`config.mk`:
```
export PLATFORM = sky130hd
export DESIGN_NAME = esr_top
export DESIGN_NICKNAME = d
export VERILOG_FILES = /design/src/verilog/esr_pkg.sv /design/src/verilog/esr_timer_if.sv /design/src/verilog/esr_delay_timer.sv /design/src/verilog/esr_top.sv
export VERILOG_INCLUDE_DIRS = /design/src /design/src/verilog
export SDC_FILE = /design/constraint.sdc
export NUM_CORES = 1
export LEC_CHECK = 0
export BUFFER_PORTS_ARGS = -buffer_cell sky130_fd_sc_hd__buf_2
export CAP_MARGIN = 20
export CORE_AREA = 2 2 125 127
export DETAILED_ROUTE_END_ITERATION = 12
export DIE_AREA = 0 0 127 129
export GPL_TIMING_DRIVEN = 0
export MAX_ROUTING_LAYER = met4
export PLACE_DENSITY_LB_ADDON = 0.2
export SYNTH_ARGS = -nofsm -noshare
export SYNTH_HDL_FRONTEND = slang
export SYNTH_SLANG_ARGS = --single-unit
```
`constraint.sdc`:
```
create_clock -name clk -period 5.05 [get_ports clk]
set_input_delay 0.505 -clock clk [delete_from_list [all_inputs] [get_ports clk]]
set_output_delay 0.505 -clock clk [all_outputs]
set_load 0.05 [all_outputs]
```
`src/verilog/esr_consts.svh`:
```
`ifndef ESR_CONSTS_SVH
`define ESR_CONSTS_SVH

// Clock rate and documented times
`define ESR_CLK_MHZ 250
`define ESR_STEP_FULL_US 1000
`define ESR_STEP_FRAC_US 320
`define ESR_SC_TIME_US 1000
`define ESR_ILIM_TIME_US 20

// Register byte offsets
`define ESR_ADDR_CTRL 8'h00
`define ESR_ADDR_DELAY 8'h01
`define ESR_ADDR_CONFIG 8'h02
`define ESR_ADDR_RESET 8'h03
`define ESR_ADDR_TOP_FLAGS 8'h04
`define ESR_ADDR_REG_FLAGS 8'h05
`define ESR_ADDR_TOP_MASK 8'h06
`define ESR_ADDR_REG_MASK 8'h07
`define ESR_ADDR_STATUS 8'h08
`define ESR_ADDR_PIN_IN 8'h09

// Control register fields
`define ESR_CTRL_EN 0
`define ESR_CTRL_PIN 1
`define ESR_CTRL_CHOICE_LSB 2
`define ESR_CTRL_CHOICE_MSB 3
`define ESR_DELAY_ON_LSB 0
`define ESR_DELAY_ON_MSB 3
`define ESR_DELAY_OFF_LSB 4
`define ESR_DELAY_OFF_MSB 7
`define ESR_CFG_DOUBLE 0
`define ESR_CFG_FRAC 1
`define ESR_RESET_TRIG 0

// Top flag positions
`define ESR_TF_TWARN 0
`define ESR_TF_TSD 1
`define ESR_TF_OVP 2
`define ESR_TF_PIN 3
`define ESR_TF_CLK 4
`define ESR_TF_MEAS 5
`define ESR_TF_RESTART 6
// Regulator flag positions
`define ESR_RF_ILIM 0
`define ESR_RF_SC 1
`define ESR_RF_PG 2

// Which flags a mask bit can silence
`define ESR_TOP_MASKABLE 7'h79
`define ESR_REG_MASKABLE 3'h5

// Reset values
`define ESR_CTRL_RST 8'h00
`define ESR_DELAY_RST 8'h00
`define ESR_CONFIG_RST 8'h00
`define ESR_MASK_RST 8'h00
`define ESR_BYTE_ZERO 8'h00

`endif

```
`src/verilog/esr_pkg.sv`:
```
package esr_pkg;
  // Reset and load sequencing
  typedef enum logic [1:0] {
    SEQ_HOLD = 2'b00,
    SEQ_SOFT = 2'b01,
    SEQ_LOAD = 2'b10,
    SEQ_RUN = 2'b11
  } esr_seq_t;
  typedef logic [7:0] esr_byte_t;
endpackage

```
`src/verilog/esr_timer_if.sv`:
```
`timescale 1ns/1ps
interface esr_timer_if;
  logic start;
  logic cancel;
  logic [3:0] code;
  logic dbl;
  logic frac;
  logic done;
  modport ctrl (output start, output cancel, output code, output dbl, output frac, input done);
  modport timer (input start, input cancel, input code, input dbl, input frac, output done);
endinterface

```
`src/verilog/esr_delay_timer.sv`:
```
`timescale 1ns/1ps
`include "esr_consts.svh"
module esr_delay_timer
  import esr_pkg::*;
#(
  parameter logic [19:0] FULL_CYC = 20'(`ESR_STEP_FULL_US * `ESR_CLK_MHZ),
  parameter logic [19:0] FRAC_CYC = 20'(`ESR_STEP_FRAC_US * `ESR_CLK_MHZ)
) (
  input wire logic clk,
  input wire logic rst,
  esr_timer_if.timer tif
);
  logic [19:0] pre_reg;
  logic [19:0] step_len_reg;
  logic [4:0] units_reg;
  logic active_reg;
  logic done_reg;

  // A doubled step is two plain steps, so only the unit count changes
  wire [4:0] load_units = tif.dbl ? {tif.code, 1'b0} : {1'b0, tif.code};
  wire [19:0] step_sel = tif.frac ? FRAC_CYC : FULL_CYC;
  wire step_end = (pre_reg == step_len_reg - 20'h0_0001);

  assign tif.done = done_reg;

  // A new start restarts timing, dropping any pending action
  always_ff @(posedge clk or posedge rst) begin
    if (rst) begin
      pre_reg <= 20'h0_0000;
      step_len_reg <= 20'h0_0000;
      units_reg <= 5'h00;
      active_reg <= 1'b0;
      done_reg <= 1'b0;
    end else begin
      done_reg <= 1'b0;
      if (tif.start) begin
        pre_reg <= 20'h0_0000;
        step_len_reg <= step_sel;
        units_reg <= load_units;
        active_reg <= (load_units != 5'h00);
        done_reg <= (load_units == 5'h00);
      end else if (tif.cancel) begin
        active_reg <= 1'b0;
      end else if (active_reg) begin
        if (step_end) begin
          pre_reg <= 20'h0_0000;
          units_reg <= units_reg - 5'h01;
          if (units_reg == 5'h01) begin
            active_reg <= 1'b0;
            done_reg <= 1'b1;
          end
        end else begin
          pre_reg <= pre_reg + 20'h0_0001;
        end
      end
    end
  end
endmodule

```
`src/verilog/esr_top.sv`:
```
`timescale 1ns/1ps
`include "esr_consts.svh"
module esr_top
  import esr_pkg::*;
#(
  parameter logic [19:0] STEP_FULL_CYC = 20'(`ESR_STEP_FULL_US * `ESR_CLK_MHZ),
  parameter logic [19:0] STEP_FRAC_CYC = 20'(`ESR_STEP_FRAC_US * `ESR_CLK_MHZ),
  parameter logic [19:0] SC_CYC = 20'(`ESR_SC_TIME_US * `ESR_CLK_MHZ),
  parameter logic [19:0] ILIM_CYC = 20'(`ESR_ILIM_TIME_US * `ESR_CLK_MHZ)
) (
  input wire logic clk,
  input wire logic rst,
  input wire logic [7:0] addr,
  input wire logic [7:0] wdata,
  input wire logic wr,
  input wire logic rd,
  output logic [7:0] rdata,
  input wire logic analog_supply_ok,
  input wire logic external_reset_input_n,
  input wire logic [7:0] fuse_ctrl,
  input wire logic [7:0] fuse_delay,
  input wire logic [7:0] fuse_config,
  input wire logic [2:0] enable_inputs,
  input wire logic vout_above_sc,
  input wire logic current_limit_active,
  input wire logic thermal_warning_in,
  input wire logic thermal_shutdown_in,
  input wire logic overvoltage_in,
  input wire logic power_good_in,
  input wire logic [3:0] gpio_in,
  input wire logic ext_clk_present,
  input wire logic meas_done,
  output logic main_regulator,
  output logic gpio_force_low,
  output logic interrupt_output_low_n
);
  // Clear is held off by a live condition; a new event always wins
  function automatic logic esr_flag(input logic flag, input logic set, input logic clr,
                                    input logic hold);
    esr_flag = set | (flag & ~(clr & ~hold));
  endfunction

  function automatic logic esr_rise(input logic cur, input logic prev);
    esr_rise = cur & ~prev;
  endfunction

  esr_seq_t seq_reg;
  esr_seq_t seq_next;
  esr_byte_t ctrl_reg;
  esr_byte_t delay_reg;
  esr_byte_t config_reg;
  esr_byte_t top_mask_reg;
  esr_byte_t reg_mask_reg;
  esr_byte_t rdata_reg;
  logic [6:0] top_flags_reg;
  logic [6:0] top_flags_next;
  logic [2:0] reg_flags_reg;
  logic [2:0] reg_flags_next;
  logic main_regulator_reg;
  logic main_regulator_next;
  logic gpio_force_low_reg;
  logic irq_n_reg;
  logic pin_prev_reg;
  logic target_on_reg;
  logic fault_pending_reg;
  logic [19:0] sc_cnt_reg;
  logic [19:0] ilim_cnt_reg;
  logic ilim_state_reg;
  logic tw_prev_reg;
  logic ts_prev_reg;
  logic ov_prev_reg;
  logic pg_prev_reg;
  logic clk_prev_reg;
  logic reg_on_prev_reg;
  logic [3:0] gpio_prev_reg;

  esr_timer_if tif();

  esr_delay_timer #(
    .FULL_CYC(STEP_FULL_CYC),
    .FRAC_CYC(STEP_FRAC_CYC)
  ) u_timer (
    .clk(clk),
    .rst(rst),
    .tif(tif)
  );

  // Lockout or reset pin low holds registers, flags and regulator in defaults
  wire in_hold = ~analog_supply_ok | ~external_reset_input_n;
  wire running = (seq_reg == SEQ_RUN) & ~in_hold;
  wire clr_regs = in_hold | (seq_reg == SEQ_HOLD) | (seq_reg == SEQ_SOFT);
  wire load_fuse = (seq_reg == SEQ_LOAD) & ~in_hold;

  // Bus decode; writes are ignored until the load has finished
  wire wr_ok = wr & running;
  wire wr_ctrl = wr_ok & (addr == `ESR_ADDR_CTRL);
  wire wr_delay = wr_ok & (addr == `ESR_ADDR_DELAY);
  wire wr_config = wr_ok & (addr == `ESR_ADDR_CONFIG);
  wire wr_top_mask = wr_ok & (addr == `ESR_ADDR_TOP_MASK);
  wire wr_reg_mask = wr_ok & (addr == `ESR_ADDR_REG_MASK);
  wire [6:0] top_clr = (wr_ok & (addr == `ESR_ADDR_TOP_FLAGS)) ? wdata[6:0] : 7'h00;
  wire [2:0] reg_clr = (wr_ok & (addr == `ESR_ADDR_REG_FLAGS)) ? wdata[2:0] : 3'h0;
  // Trigger is never stored, so it reads back as zero with no clearing step
  wire soft_wr = wr_ok & (addr == `ESR_ADDR_RESET) & wdata[`ESR_RESET_TRIG];

  // Control field views
  wire en_bit = ctrl_reg[`ESR_CTRL_EN];
  wire pin_sel = ctrl_reg[`ESR_CTRL_PIN];
  wire [1:0] pin_choice = ctrl_reg[`ESR_CTRL_CHOICE_MSB:`ESR_CTRL_CHOICE_LSB];
  wire pin_mode = en_bit & pin_sel;

  // Choice 3 selects no pin and reads as a low input
  wire sel_pin = (pin_choice == 2'h0) ? enable_inputs[0] :
                 (pin_choice == 2'h1) ? enable_inputs[1] :
                 (pin_choice == 2'h2) ? enable_inputs[2] : 1'b0;
  wire pin_rise = pin_mode & esr_rise(sel_pin, pin_prev_reg);
  wire pin_fall = pin_mode & esr_rise(pin_prev_reg, sel_pin);

  // Delay timer hookup; leaving pin control drops any pending action
  assign tif.start = pin_rise | pin_fall;
  assign tif.cancel = ~pin_mode;
  assign tif.code = pin_rise ? delay_reg[`ESR_DELAY_ON_MSB:`ESR_DELAY_ON_LSB] :
                    delay_reg[`ESR_DELAY_OFF_MSB:`ESR_DELAY_OFF_LSB];
  assign tif.dbl = config_reg[`ESR_CFG_DOUBLE];
  assign tif.frac = config_reg[`ESR_CFG_FRAC];

  // Fault detection
  wire ts_rise = esr_rise(thermal_shutdown_in, ts_prev_reg);
  wire ov_rise = esr_rise(overvoltage_in, ov_prev_reg);
  wire sc_trip = main_regulator_reg & ~vout_above_sc &
                 (sc_cnt_reg == SC_CYC - 20'h0_0001);
  wire ilim_hit = current_limit_active & (ilim_cnt_reg == ILIM_CYC - 20'h0_0001);
  wire ilim_event = ilim_hit & ~ilim_state_reg;
  wire hw_disable = ts_rise | ov_rise | sc_trip;
  wire force_off = ~running | soft_wr | thermal_shutdown_in | overvoltage_in | sc_trip;

  // Regulator state: register bit acts at once, pin control waits for the timer
  always_comb begin
    if (force_off) begin
      main_regulator_next = 1'b0;
    end else if (!en_bit) begin
      main_regulator_next = 1'b0;
    end else if (!pin_sel) begin
      main_regulator_next = 1'b1;
    end else if (tif.done) begin
      main_regulator_next = target_on_reg;
    end else begin
      main_regulator_next = main_regulator_reg;
    end
  end

  // Sequencer: hold, optional soft clear, one-cycle fuse load, run
  always_comb begin
    seq_next = seq_reg;
    if (in_hold) begin
      seq_next = SEQ_HOLD;
    end else begin
      unique case (seq_reg)
        SEQ_HOLD: seq_next = SEQ_LOAD;
        SEQ_SOFT: seq_next = SEQ_LOAD;
        SEQ_LOAD: seq_next = SEQ_RUN;
        SEQ_RUN: seq_next = soft_wr ? SEQ_SOFT : SEQ_RUN;
      endcase
    end
  end

  // Shutdown fault gets reported once the regulator comes back up
  wire restart_set = load_fuse |
                     (fault_pending_reg & esr_rise(main_regulator_reg, reg_on_prev_reg));

  // Flag updates
  always_comb begin
    top_flags_next[`ESR_TF_TWARN] = esr_flag(top_flags_reg[`ESR_TF_TWARN],
      esr_rise(thermal_warning_in, tw_prev_reg), top_clr[`ESR_TF_TWARN],
      thermal_warning_in);
    top_flags_next[`ESR_TF_TSD] = esr_flag(top_flags_reg[`ESR_TF_TSD], ts_rise,
      top_clr[`ESR_TF_TSD], thermal_shutdown_in);
    top_flags_next[`ESR_TF_OVP] = esr_flag(top_flags_reg[`ESR_TF_OVP], ov_rise,
      top_clr[`ESR_TF_OVP], overvoltage_in);
    top_flags_next[`ESR_TF_PIN] = esr_flag(top_flags_reg[`ESR_TF_PIN],
      gpio_in != gpio_prev_reg, top_clr[`ESR_TF_PIN], 1'b0);
    top_flags_next[`ESR_TF_CLK] = esr_flag(top_flags_reg[`ESR_TF_CLK],
      ext_clk_present != clk_prev_reg, top_clr[`ESR_TF_CLK], 1'b0);
    top_flags_next[`ESR_TF_MEAS] = esr_flag(top_flags_reg[`ESR_TF_MEAS], meas_done,
      top_clr[`ESR_TF_MEAS], 1'b0);
    top_flags_next[`ESR_TF_RESTART] = esr_flag(top_flags_reg[`ESR_TF_RESTART], restart_set,
      top_clr[`ESR_TF_RESTART], 1'b0);
    reg_flags_next[`ESR_RF_ILIM] = esr_flag(reg_flags_reg[`ESR_RF_ILIM], ilim_event,
      reg_clr[`ESR_RF_ILIM], ilim_state_reg);
    reg_flags_next[`ESR_RF_SC] = esr_flag(reg_flags_reg[`ESR_RF_SC], sc_trip,
      reg_clr[`ESR_RF_SC], 1'b0);
    reg_flags_next[`ESR_RF_PG] = esr_flag(reg_flags_reg[`ESR_RF_PG],
      esr_rise(power_good_in, pg_prev_reg), reg_clr[`ESR_RF_PG], 1'b0);
  end

  // Unmaskable flags bypass the mask by the maskable constants
  wire int_pend = |(top_flags_reg & ~(top_mask_reg[6:0] & `ESR_TOP_MASKABLE)) |
                  |(reg_flags_reg & ~(reg_mask_reg[2:0] & `ESR_REG_MASKABLE));
  wire reg_summary = |reg_flags_reg;

  // Read selection; unmapped offsets read zero
  wire [7:0] status_val = {1'b0, main_regulator_reg, power_good_in, ilim_state_reg,
                           ext_clk_present, overvoltage_in, thermal_shutdown_in,
                           thermal_warning_in};
  wire [7:0] rd_mux = (addr == `ESR_ADDR_CTRL) ? ctrl_reg :
                      (addr == `ESR_ADDR_DELAY) ? delay_reg :
                      (addr == `ESR_ADDR_CONFIG) ? config_reg :
                      (addr == `ESR_ADDR_TOP_FLAGS) ? {reg_summary, top_flags_reg} :
                      (addr == `ESR_ADDR_REG_FLAGS) ? {5'h00, reg_flags_reg} :
                      (addr == `ESR_ADDR_TOP_MASK) ? top_mask_reg :
                      (addr == `ESR_ADDR_REG_MASK) ? reg_mask_reg :
                      (addr == `ESR_ADDR_STATUS) ? status_val :
                      (addr == `ESR_ADDR_PIN_IN) ? {4'h0, gpio_in} : `ESR_BYTE_ZERO;

  // Host interface: only the power-on reset touches it
  always_ff @(posedge clk or posedge rst) begin
    if (rst) begin
      rdata_reg <= `ESR_BYTE_ZERO;
    end else begin
      rdata_reg <= rd ? rd_mux : `ESR_BYTE_ZERO;
    end
  end

  // Software-visible configuration
  always_ff @(posedge clk or posedge rst) begin
    if (rst) begin
      ctrl_reg <= `ESR_CTRL_RST;
      delay_reg <= `ESR_DELAY_RST;
      config_reg <= `ESR_CONFIG_RST;
      top_mask_reg <= `ESR_MASK_RST;
      reg_mask_reg <= `ESR_MASK_RST;
    end else if (clr_regs) begin
      ctrl_reg <= `ESR_CTRL_RST;
      delay_reg <= `ESR_DELAY_RST;
      config_reg <= `ESR_CONFIG_RST;
      top_mask_reg <= `ESR_MASK_RST;
      reg_mask_reg <= `ESR_MASK_RST;
    end else if (load_fuse) begin
      ctrl_reg <= fuse_ctrl;
      delay_reg <= fuse_delay;
      config_reg <= fuse_config;
    end else begin
      // A protection trip drops the enable bit so it stays off after recovery
      if (hw_disable) begin
        ctrl_reg <= ctrl_reg & ~(8'h01 << `ESR_CTRL_EN);
      end else if (wr_ctrl) begin
        ctrl_reg <= wdata;
      end
      if (wr_delay) begin
        delay_reg <= wdata;
      end
      if (wr_config) begin
        config_reg <= wdata;
      end
      if (wr_top_mask) begin
        top_mask_reg <= wdata;
      end
      if (wr_reg_mask) begin
        reg_mask_reg <= wdata;
      end
    end
  end

  // Flags, sequencer and regulator output
  always_ff @(posedge clk or posedge rst) begin
    if (rst) begin
      seq_reg <= SEQ_HOLD;
      top_flags_reg <= 7'h00;
      reg_flags_reg <= 3'h0;
      main_regulator_reg <= 1'b0;
      target_on_reg <= 1'b0;
      irq_n_reg <= 1'b1;
      gpio_force_low_reg <= 1'b0;
    end else begin
      seq_reg <= seq_next;
      top_flags_reg <= clr_regs ? 7'h00 : top_flags_next;
      reg_flags_reg <= clr_regs ? 3'h0 : reg_flags_next;
      main_regulator_reg <= main_regulator_next;
      if (tif.start) begin
        target_on_reg <= pin_rise;
      end
      irq_n_reg <= ~int_pend;
      gpio_force_low_reg <= thermal_shutdown_in | overvoltage_in |
                            top_flags_reg[`ESR_TF_TSD] | top_flags_reg[`ESR_TF_OVP];
    end
  end

  // Fault memory survives the register clear so it can be reported later
  always_ff @(posedge clk or posedge rst) begin
    if (rst) begin
      fault_pending_reg <= 1'b0;
    end else if (ts_rise | ov_rise) begin
      fault_pending_reg <= 1'b1;
    end else if (restart_set & ~load_fuse) begin
      fault_pending_reg <= 1'b0;
    end
  end

  // Debounce counters for short circuit and current limit
  always_ff @(posedge clk or posedge rst) begin
    if (rst) begin
      sc_cnt_reg <= 20'h0_0000;
      ilim_cnt_reg <= 20'h0_0000;
      ilim_state_reg <= 1'b0;
    end else begin
      sc_cnt_reg <= (main_regulator_reg & ~vout_above_sc & ~sc_trip) ?
                    sc_cnt_reg + 20'h0_0001 : 20'h0_0000;
      ilim_cnt_reg <= ~current_limit_active ? 20'h0_0000 :
                      ilim_hit ? ilim_cnt_reg : ilim_cnt_reg + 20'h0_0001;
      ilim_state_reg <= current_limit_active & (ilim_state_reg | ilim_hit);
    end
  end

  // Previous samples for edge and change detection
  always_ff @(posedge clk or posedge rst) begin
    if (rst) begin
      pin_prev_reg <= 1'b0;
      tw_prev_reg <= 1'b0;
      ts_prev_reg <= 1'b0;
      ov_prev_reg <= 1'b0;
      pg_prev_reg <= 1'b0;
      clk_prev_reg <= 1'b0;
      reg_on_prev_reg <= 1'b0;
      gpio_prev_reg <= 4'h0;
    end else begin
      pin_prev_reg <= sel_pin;
      tw_prev_reg <= thermal_warning_in;
      ts_prev_reg <= thermal_shutdown_in;
      ov_prev_reg <= overvoltage_in;
      pg_prev_reg <= power_good_in;
      clk_prev_reg <= ext_clk_present;
      reg_on_prev_reg <= main_regulator_reg;
      gpio_prev_reg <= gpio_in;
    end
  end

  assign rdata = rdata_reg;
  assign main_regulator = main_regulator_reg;
  assign gpio_force_low = gpio_force_low_reg;
  assign interrupt_output_low_n = irq_n_reg;
endmodule

```
==> Word level (Yosys, flattened, before mapping) <==
Index checks and enable logic that the tools add are counted.
{ "word_totals": {"ff_bits": 164, "out_inout_bits": 11, "inputBits": 61} }
{ "op_classes": {"bitwise_logic": 103, "n_mux": 66, "add_sub_neg": 5, "n_eq_ne": 24, "n_reduce_logical": 24} }
{ "op_table": {"columns": ["op", "n"], "rows": [
  ["2-to-1 mux 8 bit", 24],
  ["2-to-1 mux 20 bit", 7],
  ["adder 20 x 1 -> 20 bit, second input constant", 3],
  ["bitwise AND 1 bit", 44],
  ["equality test 8 x 3 -> 1 bit, second input constant", 4],
  ["NOT 1 bit", 29],
  ["OR 1 bit", 26],
  ["2-to-1 mux 5 bit", 5],
  ["2-to-1 mux 7 bit", 3],
  ["equality test 20 x 13 -> 1 bit, second input constant", 1],
  ["equality test 20 x 18 -> 1 bit, second input constant", 1],
  ["equality test 20 bit", 1],
  ["subtractor 20 x 1 -> 20 bit, second input constant", 1],
  ["2-to-1 mux 1 bit", 19],
  ["2-to-1 mux 18 bit", 1],
  ["equality test 8 x 2 -> 1 bit, second input constant", 2],
  ["equality test 8 x 4 -> 1 bit, second input constant", 2],
  ["nonzero test 2 bit", 6],
  ["nonzero test 3 bit", 3],
  ["equality test 8 x 1 -> 1 bit, second input constant", 1],
  ["zero test 8 bit", 1],
  ["2-to-1 mux 4 bit", 2],
  ["AND reduction 2 bit", 4],
  ["bitwise AND 7 bit", 1],
  ["23 further kinds", 31]
]} }

==> Depth between registers and ports, before layout <==
Gate-level depths: netlist (run 1).
{ "logic_depth": {"depth_word": 12, "mapped_depth": 11, "ltp_nobuf": 9} }

==> Cells and area by module <==
Synthesis (run 1) repeated with hierarchy kept, for this count alone.
{ "hier_totals": {"hier_cells": 853, "hier_area_um2": 8089.0} }
{ "by_module_without_submodules": {"columns": ["mod", "seq_area_each_um2", "area_each_um2", "cells_each", "n_inst"], "rows": [
  ["esr_top", 2929.1, 6144.6, 630, 1],
  ["esr_delay_timer", 750.7, 1944.4, 223, 1]
]} }

==> Least setup slack after synthesis (run 1) <==
No wires, ideal clock.
{ "synth_path": {"path_kind": "reg2reg", "from": "reg u_timer.step_len_reg[15]", "to": "reg u_timer.pre_reg[10]", "stages_incl_launch_ff": 12, "n_path_buf": 2, "t_arrival_ps": 2612, "slack_ps": 2317, "cell_sequence": "dfrtp_1 > buf_2 > inv_1 > ha_1 > ha_1 > xor2_1 > and2_1 > o211ai_1 > or4_4 > a21oi_2 > buf_2 > nor2_1"} }
{ "synth_between": {"elab_chain_cells": 6} }
{ "synth_lines": {"columns": ["item", "line", "source"], "rows": [
  ["start, declared", "esr_delay_timer.sv:14", "logic [19:0] step_len_reg;"],
  ["start signal, assigned", "esr_delay_timer.sv:38", "step_len_reg <= step_sel;"],
  ["subtractor 20 x 1 -> 20 bit", "esr_delay_timer.sv:22", "wire step_end = (pre_reg == step_len_reg - 20'h0_0001);"],
  ["equality test 20 bit", "esr_delay_timer.sv:22", null],
  ["2-to-1 mux 20 bit", "esr_delay_timer.sv:45", "if (step_end) begin"],
  ["2-to-1 mux 20 bit", "esr_delay_timer.sv:44", "end else if (active_reg) begin"],
  ["2-to-1 mux 20 bit", "esr_delay_timer.sv:42", "end else if (tif.cancel) begin"],
  ["2-to-1 mux 20 bit", "esr_delay_timer.sv:36", "if (tif.start) begin"],
  ["end signal, assigned", "esr_delay_timer.sv:53", "pre_reg <= pre_reg + 20'h0_0001;"],
  ["end, declared", "esr_delay_timer.sv:13", "logic [19:0] pre_reg;"]
]} }
Every way passes these cells. The select of a mux whose other input is x is not followed.
A chain may end at the register's enable or synchronous reset.

==> Worst setup path after layout (run 1) <==
{ "layout_path": {"from": "reg u_timer.step_len_reg[15]", "to": "reg u_timer.pre_reg[14]"} }
The elaborated chain is that of the path after synthesis.

==> run metrics, run 1 <==
status=complete, no violations; WL per Instance=around 19 um; CTS H-tree lvls=4; DRC=0; async set or reset register ratio after synthesis=1.000; WP data required=around 5.4 ns; DR pass1 iterations=6; CP max FO=10; I/O pin total=72; post-DP HPWL=approximately 15000 um; Critical Path Source Type=flip-flop; Worst-Margin Slew=roughly 0.89 ns; share of layout cells above drive strength 1=0.1348; starting density of the core=0.5408; cts hold-fix bufs=0; Synth Flop Type=dfrtp_1; vias per cell=about 6.0; sequential fraction of the synthesis area=0.4543; cts bufs inserted=17; initial antenna violation count=0; TritonCTS clock tree=built; unrepaired setup endpoints after global routing=false; crit path kind=reg -> reg; Routed WL=21770 um; Synth Instances=871; skew final=between 0.008 and 0.009 ns; mean post-synth cell area=roughly 9.3 um^2; clk sinks=147; PD cells=about 290 mW/mm^2; die area=approximately 0.016 mm^2; setup violators final=0; top-area cell type share of the netlist area=0.4511; Syn. warnings=0; period utilization=0.6311; final core occ=0.6217; Final Critical Period=about 3.2 ns; post-synth cell types=73; hold crit path type=in -> async; fin nets=just over 1000; Antenna Cells=0; detailed-route via count=around 7000; Post-Syn Area=0.008099 mm^2; total core area=0.01498 mm^2; synthesized flop and latch total=147; Max Cap Viol=0; Arr. time, crit path=around 3.5 ns; Fill cells=1299; DR iter-0 viols=510; final hold viol count=0; first-pass GRT wire length=approximately 35000 um; postcts setup bufs=0; vias in the first global route=6676; GPL Wtd Cong=just under 1; Total GRT Usage=0.2854; clock root cell=clkbuf_16; GR Overflow Total=0; Detail Route Antenna Nets=0; footprint of the multi-input gates=just over 0.004 mm^2; Max Buffers Root-to-Sink=2; Worst-path clk slew=around 0.060 ns; Net Count, Synth=940; fmax=313.7 MHz; largest net degree at the start of global routing=76; P&R area growth vs syn=14.97%; clock latency on the worst-skew pair=around 0.43 ns; CTS resizes=0; Die X=roughly 130 um; most frequent cells in the layout=146 x dfrtp_1, 81 x nand2_1, 80 x nor2_1, 73 x buf_2, 55 x o21ai_0; EDFF count, synth=0; Leak=3.923 nW; most common cell after layout, fill and taps aside=dfrtp_1; Final Max Slew Viols=0; Port Buffer Count=69; Rows=45; total power=~2.7 mW; synth top area cells=dfrtp_1 45%, mux2i_1 3.8%, nand2_1 3.8%; max_slew headroom=0.4003; register area=between 0.003 and 0.004 mm^2; top cell type by total area after synthesis=dfrtp_1; Die H=about 130 um; worst vdd ir=0.0002521 V; Crit. End Element=flip-flop
area by class of cell:
cell class,instances,area share
Clock inverter,11,0.01639
Multi-Input combinational cell,644,0.4402
Buffer,41,0.01868
Tap cell,188,0.02526
Sequential cell,147,0.3952
Clock buffer,20,0.04797
Timing Repair Buffer,70,0.04004
Inverter,39,0.01626
final timing paths:
path / start / endpoint / slack (ns) / depth (start not counted)
hold / removal: rst / ilim_cnt_reg[10] / 0.18 / 2
hold reg to reg: sc_cnt_reg[0] / sc_cnt_reg[0] / 0.47 / 1
setup / recovery: u_timer.step_len_reg[15] / u_timer.pre_reg[14] / 1.86 / 11
max in group asynchronous: rst / interrupt_output_low_n / 4.02 / 3
min in group clk: thermal_warning_in / tw_prev_reg / 0.21 / 1
setup reg to reg: u_timer.step_len_reg[15] / u_timer.pre_reg[14] / 1.86 / 11
cell usage after synthesis, types with 9 or more instances:
library cell / n
mux2i_1: 31
o31ai_1: 19
nand2_1: 81
or3_1: 13
inv_1: 38
nor2_1: 80
nor3_1: 18
a22o_1: 19
and3_1: 10
dfrtp_1: 146
clkbuf_1: 32
xnor2_1: 21
xor2_1: 29
nand3_1: 45
and2_1: 16
a21oi_1: 39
nand4_1: 14
a31oi_1: 9
o21ai_0: 55
a21boi_0: 9
nor4_1: 12
metal layers:
layer  global-route usage  routed length, um
met5                    -                  0
met4              0.09050                421
met3              0.05530               1077
met2               0.4342              10260
met1               0.3897              10010
through the flow:
step / cell area, um^2 / setup TNS [ns] / hold slack, ns / setup WS, ns / instances
5_1_grt: 9311 / 0 / 0.1960 / 1.691 / 1160
2_1_floorplan: 8099 / 0 / 0.4102 / 0.5953 / 871
3_5_place_dp: 8712 / 0 / 0.4641 / 1.901 / 1129
4_1_cts: 9311 / 0 / 0.1995 / 1.887 / 1160
6_report: 9311 / 0 / 0.1833 / 1.863 / 1160
3_3_place_gp: 8680 / -156.03 / 0.4539 / -1.083 / 1128
cells by family after synthesis:
| group | share of synthesized area |
|---|---|
| muxes | 0.05083 |
| DFF | 0.4543 |
| and+or+nand+nor | 0.2218 |
| AOI/OAI and AO/OA | 0.1670 |
| buffers and inverters | 0.03955 |
| adders and majority gates | 0.01236 |
| xor gates and xnor gates | 0.05407 |
critical path, cell delays in order, from the launching register on:
cell and delay (ns):
dfrtp_1 0.39, buf_2 0.18, inv_1 0.12, ha_1 0.31, ha_1 0.21, xor2_1 0.29
and2_1 0.17, o211ai_1 0.19, or4_4 0.61, a21oi_2 0.25, buf_2 0.26, nor2_1 0.08
power breakdown:
group | internal [mW] | total, mW | switching [mW]
sequential | 1.19 | 1.21 | 0.0118
clock | 0.791 | 1.31 | 0.514
combinational | 0.0585 | 0.175 | 0.117
Note: power is estimated with default switching activity, not from simulation.
==> inputs of run 2 (changes only) <==
--- a/config.mk
+++ b/config.mk
@@ -8,9 +8,9 @@
 export LEC_CHECK = 0
 export BUFFER_PORTS_ARGS = -buffer_cell sky130_fd_sc_hd__buf_2
 export CAP_MARGIN = 20
-export CORE_AREA = 2 2 125 127
+export CORE_AREA = 2 2 126 128
 export DETAILED_ROUTE_END_ITERATION = 12
-export DIE_AREA = 0 0 127 129
+export DIE_AREA = 0 0 128 130
 export GPL_TIMING_DRIVEN = 0
 export MAX_ROUTING_LAYER = met4
 export PLACE_DENSITY_LB_ADDON = 0.2
==> constraint.sdc (replaced) <==
create_clock -name clk -period 2.8 [get_ports clk]
set_input_delay 0.28 -clock clk [delete_from_list [all_inputs] [get_ports clk]]
set_output_delay 0.28 -clock clk [all_outputs]
set_load 0.05 [all_outputs]
==> run 2 against run 1 <==
- the run now ends with setup timing left
- worst setup slack worse by 1.9 ns
- critical path depth is 1 lower
- clock skew hardly changed
- sequential power is 79% higher
- wire length is 1.8% higher
- non-clock buffer count is 16 higher
- largest power group unchanged
- via count is 2.4% higher
- flip-flop and latch count stayed put
- first-iteration DRC count is 31% higher
==> run metrics, run 2 (synthesis results as in run 1) <==
status=complete, but fails checks (was complete, no violations); violated checks=setup timing; r2r setup slk=-0.08 ns (was 1.86 ns); hold crit path type=in -> reg (was in -> async); DP Cell Count=1135 (was 1129); GR Overflow Total=0 (unchanged); DR iter-0 viols=668 (was 510); I/O pin total=72 (unchanged); Antenna Cells=0 (unchanged); Setup WS post-layout=-0.08014 ns (was 1.863 ns); most frequent cells in the layout=146 x dfrtp_1, 81 x nand2_1, 80 x nor2_1, 70 x buf_2, 54 x o21ai_0 (was 146 x dfrtp_1, 81 x nand2_1, 80 x nor2_1, 73 x buf_2, 55 x o21ai_0); Area after DPL=0.008748 mm^2 (was 0.008712 mm^2); cts bufs inserted=17 (unchanged); post-DP HPWL=15600 um (was 15330 um); final non-filler cell total=1181 (was 1160); first-pass GRT wire length=35000 um (was 35130 um); Final Critical Period=2.880 ns (was 3.187 ns); clk sinks=147 (unchanged); max_slew headroom=0.4052 (was 0.4003); M1 WL=9627 um (was 10010 um); CTS H-tree lvls=4 (unchanged); PD cells=492.8 mW/mm^2 (was 288.4 mW/mm^2); crit path kind=reg -> reg (unchanged); TritonCTS clock tree=built (unchanged); clock root cell=clkbuf_16 (unchanged); Hold Crit Start=ext_clk_present; initial antenna violation count=0 (unchanged); path depth of the worst reg2reg path=10 (was 11); Die H=130 um (was 129 um); Worst-Margin Slew=0.8903 ns (was 0.8921 ns); Arr. time, crit path=3.20 ns (was 3.50 ns); fmax=347.2 MHz (was 313.7 MHz); hold_ws=0.01289 ns (was 0.1833 ns); Routed WL=22150 um (was 21770 um); vias per cell=6.040 (was 6.006); Fill cells=1349 (was 1299); skew final=0.008461 ns (was 0.008400 ns); starting density of the core=0.5251 (was 0.5408); total core area=0.01542 mm^2 (was 0.01498 mm^2); CP max FO=10 (unchanged); Rows=46 (was 45); DR top layer=met4 (unchanged); r2r startpoint=u_timer.step_len_reg[15] (unchanged); Hold Path End=clk_prev_reg; register area=0.003680 mm^2 (unchanged); DR pass1 iterations=5 (was 6); WL per Instance=18.76 um (was 18.77 um); P&R area growth vs syn=17.63% (was 14.97%); Final Max Slew Viols=0 (unchanged); met2 wire len=10550 um (was 10260 um); Port Buffer Count=69 (unchanged); final hold viol count=0 (unchanged); pre-CTS WS=-0.4092 ns (was 1.901 ns); Critical Path Source Type=flip-flop (unchanged); Final Instance Area=0.009527 mm^2 (was 0.009311 mm^2); fin nets=1045 (was 1029); largest net degree at the start of global routing=43 (was 76); Worst-path clk slew=0.06 ns (about the same); vias in the first global route=6690 (was 6676); most common cell after layout, fill and taps aside=dfrtp_1 (unchanged); Hold Crit Depth=1; met3 wire length=1458 um (was 1077 um); period utilization=1.029 (was 0.6311); share of layout cells above drive strength 1=0.1577 (was 0.1348); footprint of the multi-input gates=0.004179 mm^2 (was 0.004099 mm^2); setup violators final=16 (was 0); Crit. End Element=flip-flop (unchanged); clock latency on the worst-skew pair=0.43 ns (about the same); die area=0.01664 mm^2 (was 0.01638 mm^2); Leak=3.996 nW (was 3.923 nW); Die X=128 um (was 127 um); Max Buffers Root-to-Sink=2 (unchanged); worst vdd ir=0.0004273 V (was 0.0002521 V); Max Cap Viol=0 (unchanged); DRC=0 (unchanged); RR Endpoint=u_timer.pre_reg[15] (was u_timer.pre_reg[14]); Total GRT Usage=0.2808 (was 0.2854); GPL Wtd Cong=0.9561 (was 0.9831); WP data required=3.12 ns (was 5.36 ns); setup TNS=-1.071 ns (was 0 ns); final core occ=0.6176 (was 0.6217); total power=4.695 mW (was 2.685 mW); detailed-route via count=7133 (was 6967); Detail Route Antenna Nets=0 (unchanged)
## run 2: cell count changes in the layout (fill, tap and decap cells not counted), moves of 2 or more
cell           before  now
clkbuf_2            0    2
inv_1              37   35
inv_4               0    2
ha_4                0    2
clkinvlp_4          3    5
buf_4               0   12
bufinv_16           3    1
buf_2              73   70
ha_1                8    6
buf_12              0    3
dlygate4sd3_1       0    2
buf_6               2    5
## run 2: how the worst max path moves through the flow
stage | from | to | slack [ns] | depth (start not counted)
floorplan | u_timer.step_len_reg[15] | u_timer.pre_reg[10] | 0.07 | 11
global placement | u_timer.step_len_reg[15] | u_timer.pre_reg[13] | -0.41 | 11
detailed placement | u_timer.step_len_reg[15] | u_timer.pre_reg[15] | -0.41 | 11
CTS | u_timer.step_len_reg[15] | u_timer.pre_reg[15] | 0.01 | 11
global route | u_timer.step_len_reg[15] | u_timer.pre_reg[3] | -0.16 | 10
finish | u_timer.step_len_reg[15] | u_timer.pre_reg[15] | -0.08 | 10
## run 2: final cells by class
type	instances	share of cell area
timing repair buffer	86	0.05411
buffer	41	0.02049
inverter	39	0.01629
multi-input combinational	644	0.4387
sequential	147	0.3863
tap	192	0.02522
clock inverter	13	0.01353
clock buffer	19	0.04544
## run 2: where the power goes
group          total (mW)  switching, mW  internal (mW)
sequential           2.17         0.0214           2.15
clock                2.20          0.958           1.24
combinational       0.326          0.212          0.114
total                4.69           1.19           3.50
## run 2: worst max-delay path: stages (launching register included)
cell and delay, ns:
dfrtp_1 0.39, buf_6 0.15, inv_4 0.04, ha_1 0.25, o21ai_0 0.30, a21boi_0 0.19, a2111o_1 0.49, or4_4 0.54
a21oi_4 0.20, buf_6 0.16, nor2_1 0.06
## run 2: repair_timing
item,in CTS,in global routing
setup buffers,6,6
hold buffers,2,0
pin swaps,5,8
resized for setup,10,16
hold endpoints to repair,2,0
setup endpoints to repair,23,26
## run 2: routing by layer
metal / up-vias / GRT usage
met5: - / -
li1: 3372 / -
met3: 46 / 0.06683
met1: 3462 / 0.3667
met4: 0 / 0.08920
met2: 253 / 0.4372
==> inputs of run 3 (changes only) <==
--- a/config.mk
+++ b/config.mk
@@ -12,7 +12,6 @@
 export DETAILED_ROUTE_END_ITERATION = 12
 export DIE_AREA = 0 0 128 130
 export GPL_TIMING_DRIVEN = 0
-export MAX_ROUTING_LAYER = met4
 export PLACE_DENSITY_LB_ADDON = 0.2
 export SYNTH_ARGS = -nofsm -noshare
 export SYNTH_HDL_FRONTEND = slang
==> run 3 against run 2 <==
- maximum frequency up 5.8%
- highest routed layer unchanged
- clock power up 6%
- wire length up 1.0%
- non-clock buffer count up 2
- critical path depth up 1
- global-route usage down 0.63 points
- the run ends with hold timing left
- worst hold slack worse by 0.019 ns
- critical endpoint is now u_timer.pre_reg[14]
- utilization up 0.38 points
- register-to-register slack better by 0.16 ns
- critical path type unchanged
==> run metrics, run 3 (synthesis results as in run 1) <==
status=complete, but fails checks (unchanged); violated checks=hold timing (was setup timing); final hold viol count=15 (was 0); fin nets=1047 (was 1045); Final Critical Period=2.721 ns (was 2.880 ns); r2r setup slk=0.08 ns (was -0.08 ns); Final Instance Area=0.009585 mm^2 (was 0.009527 mm^2); Max Cap Viol=0 (unchanged); share of layout cells above drive strength 1=0.1594 (was 0.1577); RR Endpoint=u_timer.pre_reg[14] (was u_timer.pre_reg[15]); P&R area growth vs syn=18.35% (was 17.63%); CP max stage delay=0.59 ns (was 0.54 ns); Total GRT Usage=0.2745 (was 0.2808); vias per cell=6.025 (was 6.040); TritonCTS clock tree=built (unchanged); family with the most delay on the worst path=simple AND/OR/NAND/NOR gates (was compound AO/OA/AOI/OAI gates); skew final=0.005691 ns (was 0.008461 ns); Detail Route Antenna Nets=0 (unchanged); initial antenna violation count=0 (unchanged); DR pass1 iterations=5 (unchanged); GR Overflow Total=0 (unchanged); DRC=0 (unchanged); Arr. time, crit path=3.04 ns (was 3.20 ns); hold_ws=-0.006181 ns (was 0.01289 ns); hold crit path type=in -> async (was in -> reg); WP data required=3.11 ns (was 3.12 ns); Antenna Cells=0 (unchanged); CP Cell Sequence=buf_6 -> inv_4 -> ha_4 -> ha_4 -> xnor2_2 -> nor4_2 -> o2111ai_2 -> or4_4 -> a21oi_4 -> buf_6 -> nor2_1 (was buf_6 -> inv_4 -> ha_1 -> o21ai_0 -> a21boi_0 -> a2111o_1 -> or4_4 -> a21oi_4 -> buf_6 -> nor2_1); Port Buffer Count=69 (unchanged); I/O pin total=72 (unchanged); Worst-Margin Slew=0.8993 ns (was 0.8903 ns); worst path bufs/invs=3 (unchanged); WL per Instance=18.92 um (was 18.76 um); unrepaired setup endpoints after global routing=true; most common cell after layout, fill and taps aside=dfrtp_1 (unchanged); cts bufs inserted=17 (unchanged); Critical Path Source Type=flip-flop (unchanged); post-DP HPWL=15840 um (was 15600 um); Die H=130 um (unchanged); final core occ=0.6214 (was 0.6176); vias in the first global route=6734 (was 6690); Leak=4.023 nW (was 3.996 nW); path depth of the worst reg2reg path=11 (was 10); period utilization=0.9718 (was 1.029); clk sinks=147 (unchanged); most frequent cells in the layout=146 x dfrtp_1, 81 x nand2_1, 80 x nor2_1, 70 x buf_2, 53 x o21ai_0 (was 146 x dfrtp_1, 81 x nand2_1, 80 x nor2_1, 70 x buf_2, 54 x o21ai_0); setup TNS=0 ns (was -1.071 ns); CP max FO=10 (unchanged); detailed-route via count=7128 (was 7133); Worst-path clk slew=0.06 ns (about the same); setup violators final=0 (was 16); Area after DPL=0.008748 mm^2 (unchanged); DR iter-0 viols=614 (was 668); fmax=367.5 MHz (was 347.2 MHz); GPL Wtd Cong=0.9510 (was 0.9561); clock root cell=clkbuf_16 (unchanged); CTS H-tree lvls=4 (unchanged); largest net degree at the start of global routing=43 (unchanged); crit path kind=reg -> reg (unchanged); r2r startpoint=u_timer.step_len_reg[15] (unchanged); Crit. End Element=flip-flop (unchanged); first-pass GRT wire length=35160 um (was 35000 um); die area=0.01664 mm^2 (unchanged); Final Max Slew Viols=0 (unchanged); Die X=128 um (unchanged); slowest CP cell=or4_4 (unchanged); total core area=0.01542 mm^2 (unchanged); PD cells=505.7 mW/mm^2 (was 492.8 mW/mm^2); Routed WL=22380 um (was 22150 um); Rows=46 (unchanged); max_slew headroom=0.3958 (was 0.4052); clock latency on the worst-skew pair=0.43 ns (about the same); worst vdd ir=0.0004597 V (was 0.0004273 V); Fill cells=1292 (was 1349); Max Buffers Root-to-Sink=2 (unchanged); starting density of the core=0.5251 (unchanged)
[run 3: cell count changes in the layout (fill, tap and decap cells not counted), sizes merged]
cell | previous run | this run
bufinv | 1 | 3
clkinv | 5 | 7
clkinvlp | 5 | 4
dlygate4sd3 | 2 | 4
inv | 41 | 38
[run 3: final cells by class]
class | count | area (um^2) | share of cell area
Multi-Input combinational cell | 644 | 4179 | 0.4360
Sequential cell | 147 | 3680 | 0.3839
Timing Repair Buffer | 88 | 539.3 | 0.05626
Clock buffer | 19 | 442.9 | 0.04621
Tap cell | 192 | 240.2 | 0.02506
Buffer | 41 | 190.2 | 0.01984
Clock inverter | 13 | 158.9 | 0.01658
Inverter | 39 | 155.1 | 0.01619
[run 3: worst max-delay path by stage]
| stage | slack [ns] | start | to | cells after the start |
|---|---|---|---|---|
| CTS | 0.004 | u_timer.step_len_reg[15] | u_timer.pre_reg[4] | 11 |
| finish | 0.08 | u_timer.step_len_reg[15] | u_timer.pre_reg[14] | 11 |
| detailed placement | -0.42 | u_timer.step_len_reg[15] | u_timer.pre_reg[10] | 11 |
| global placement | -0.43 | u_timer.step_len_reg[15] | u_timer.pre_reg[12] | 11 |
| floorplan | 0.07 | u_timer.step_len_reg[15] | u_timer.pre_reg[10] | 11 |
| global route | -0.05 | u_timer.step_len_reg[15] | u_timer.units_reg[4] | 12 |
[run 3: metrics by stage]
step                worst slack (ns)  total power [mW]  hold slack [ns]  instances
finish                       0.07901             4.848        -0.006181       1183
global route                -0.05050             4.995         0.003087       1183
CTS                         0.003806             4.855        0.0003898       1175
detailed placement           -0.4221             2.531           0.4352       1135
global placement             -0.4318             2.517           0.4394       1132
floorplan                    0.06655             2.388           0.3114        871
[run 3: power breakdown]
part           leakage (nW)  total (mW)  internal, mW  switching (mW)
Sequential             1.98        2.17          2.15          0.0216
Clock                 0.289        2.34          1.42           0.921
Combinational          1.76       0.330         0.116           0.214
[run 3: timing repair]
item / in CTS / in global routing
hold buffers: 2 / 2
gates resized for setup: 8 / 17
endpoints found under the setup margin: 25 / 27
pin swaps: 5 / 10
buffers inserted: 6 / 6
cloned: 0 / 0
hold endpoints to repair: 2 / 2
[run 3: per-layer routing]
metal  GRT usage  part of all wire
met1      0.3674              0.43
met4      0.1054             0.028
met3     0.05617             0.064
met2      0.4448              0.48
met5           0                 0
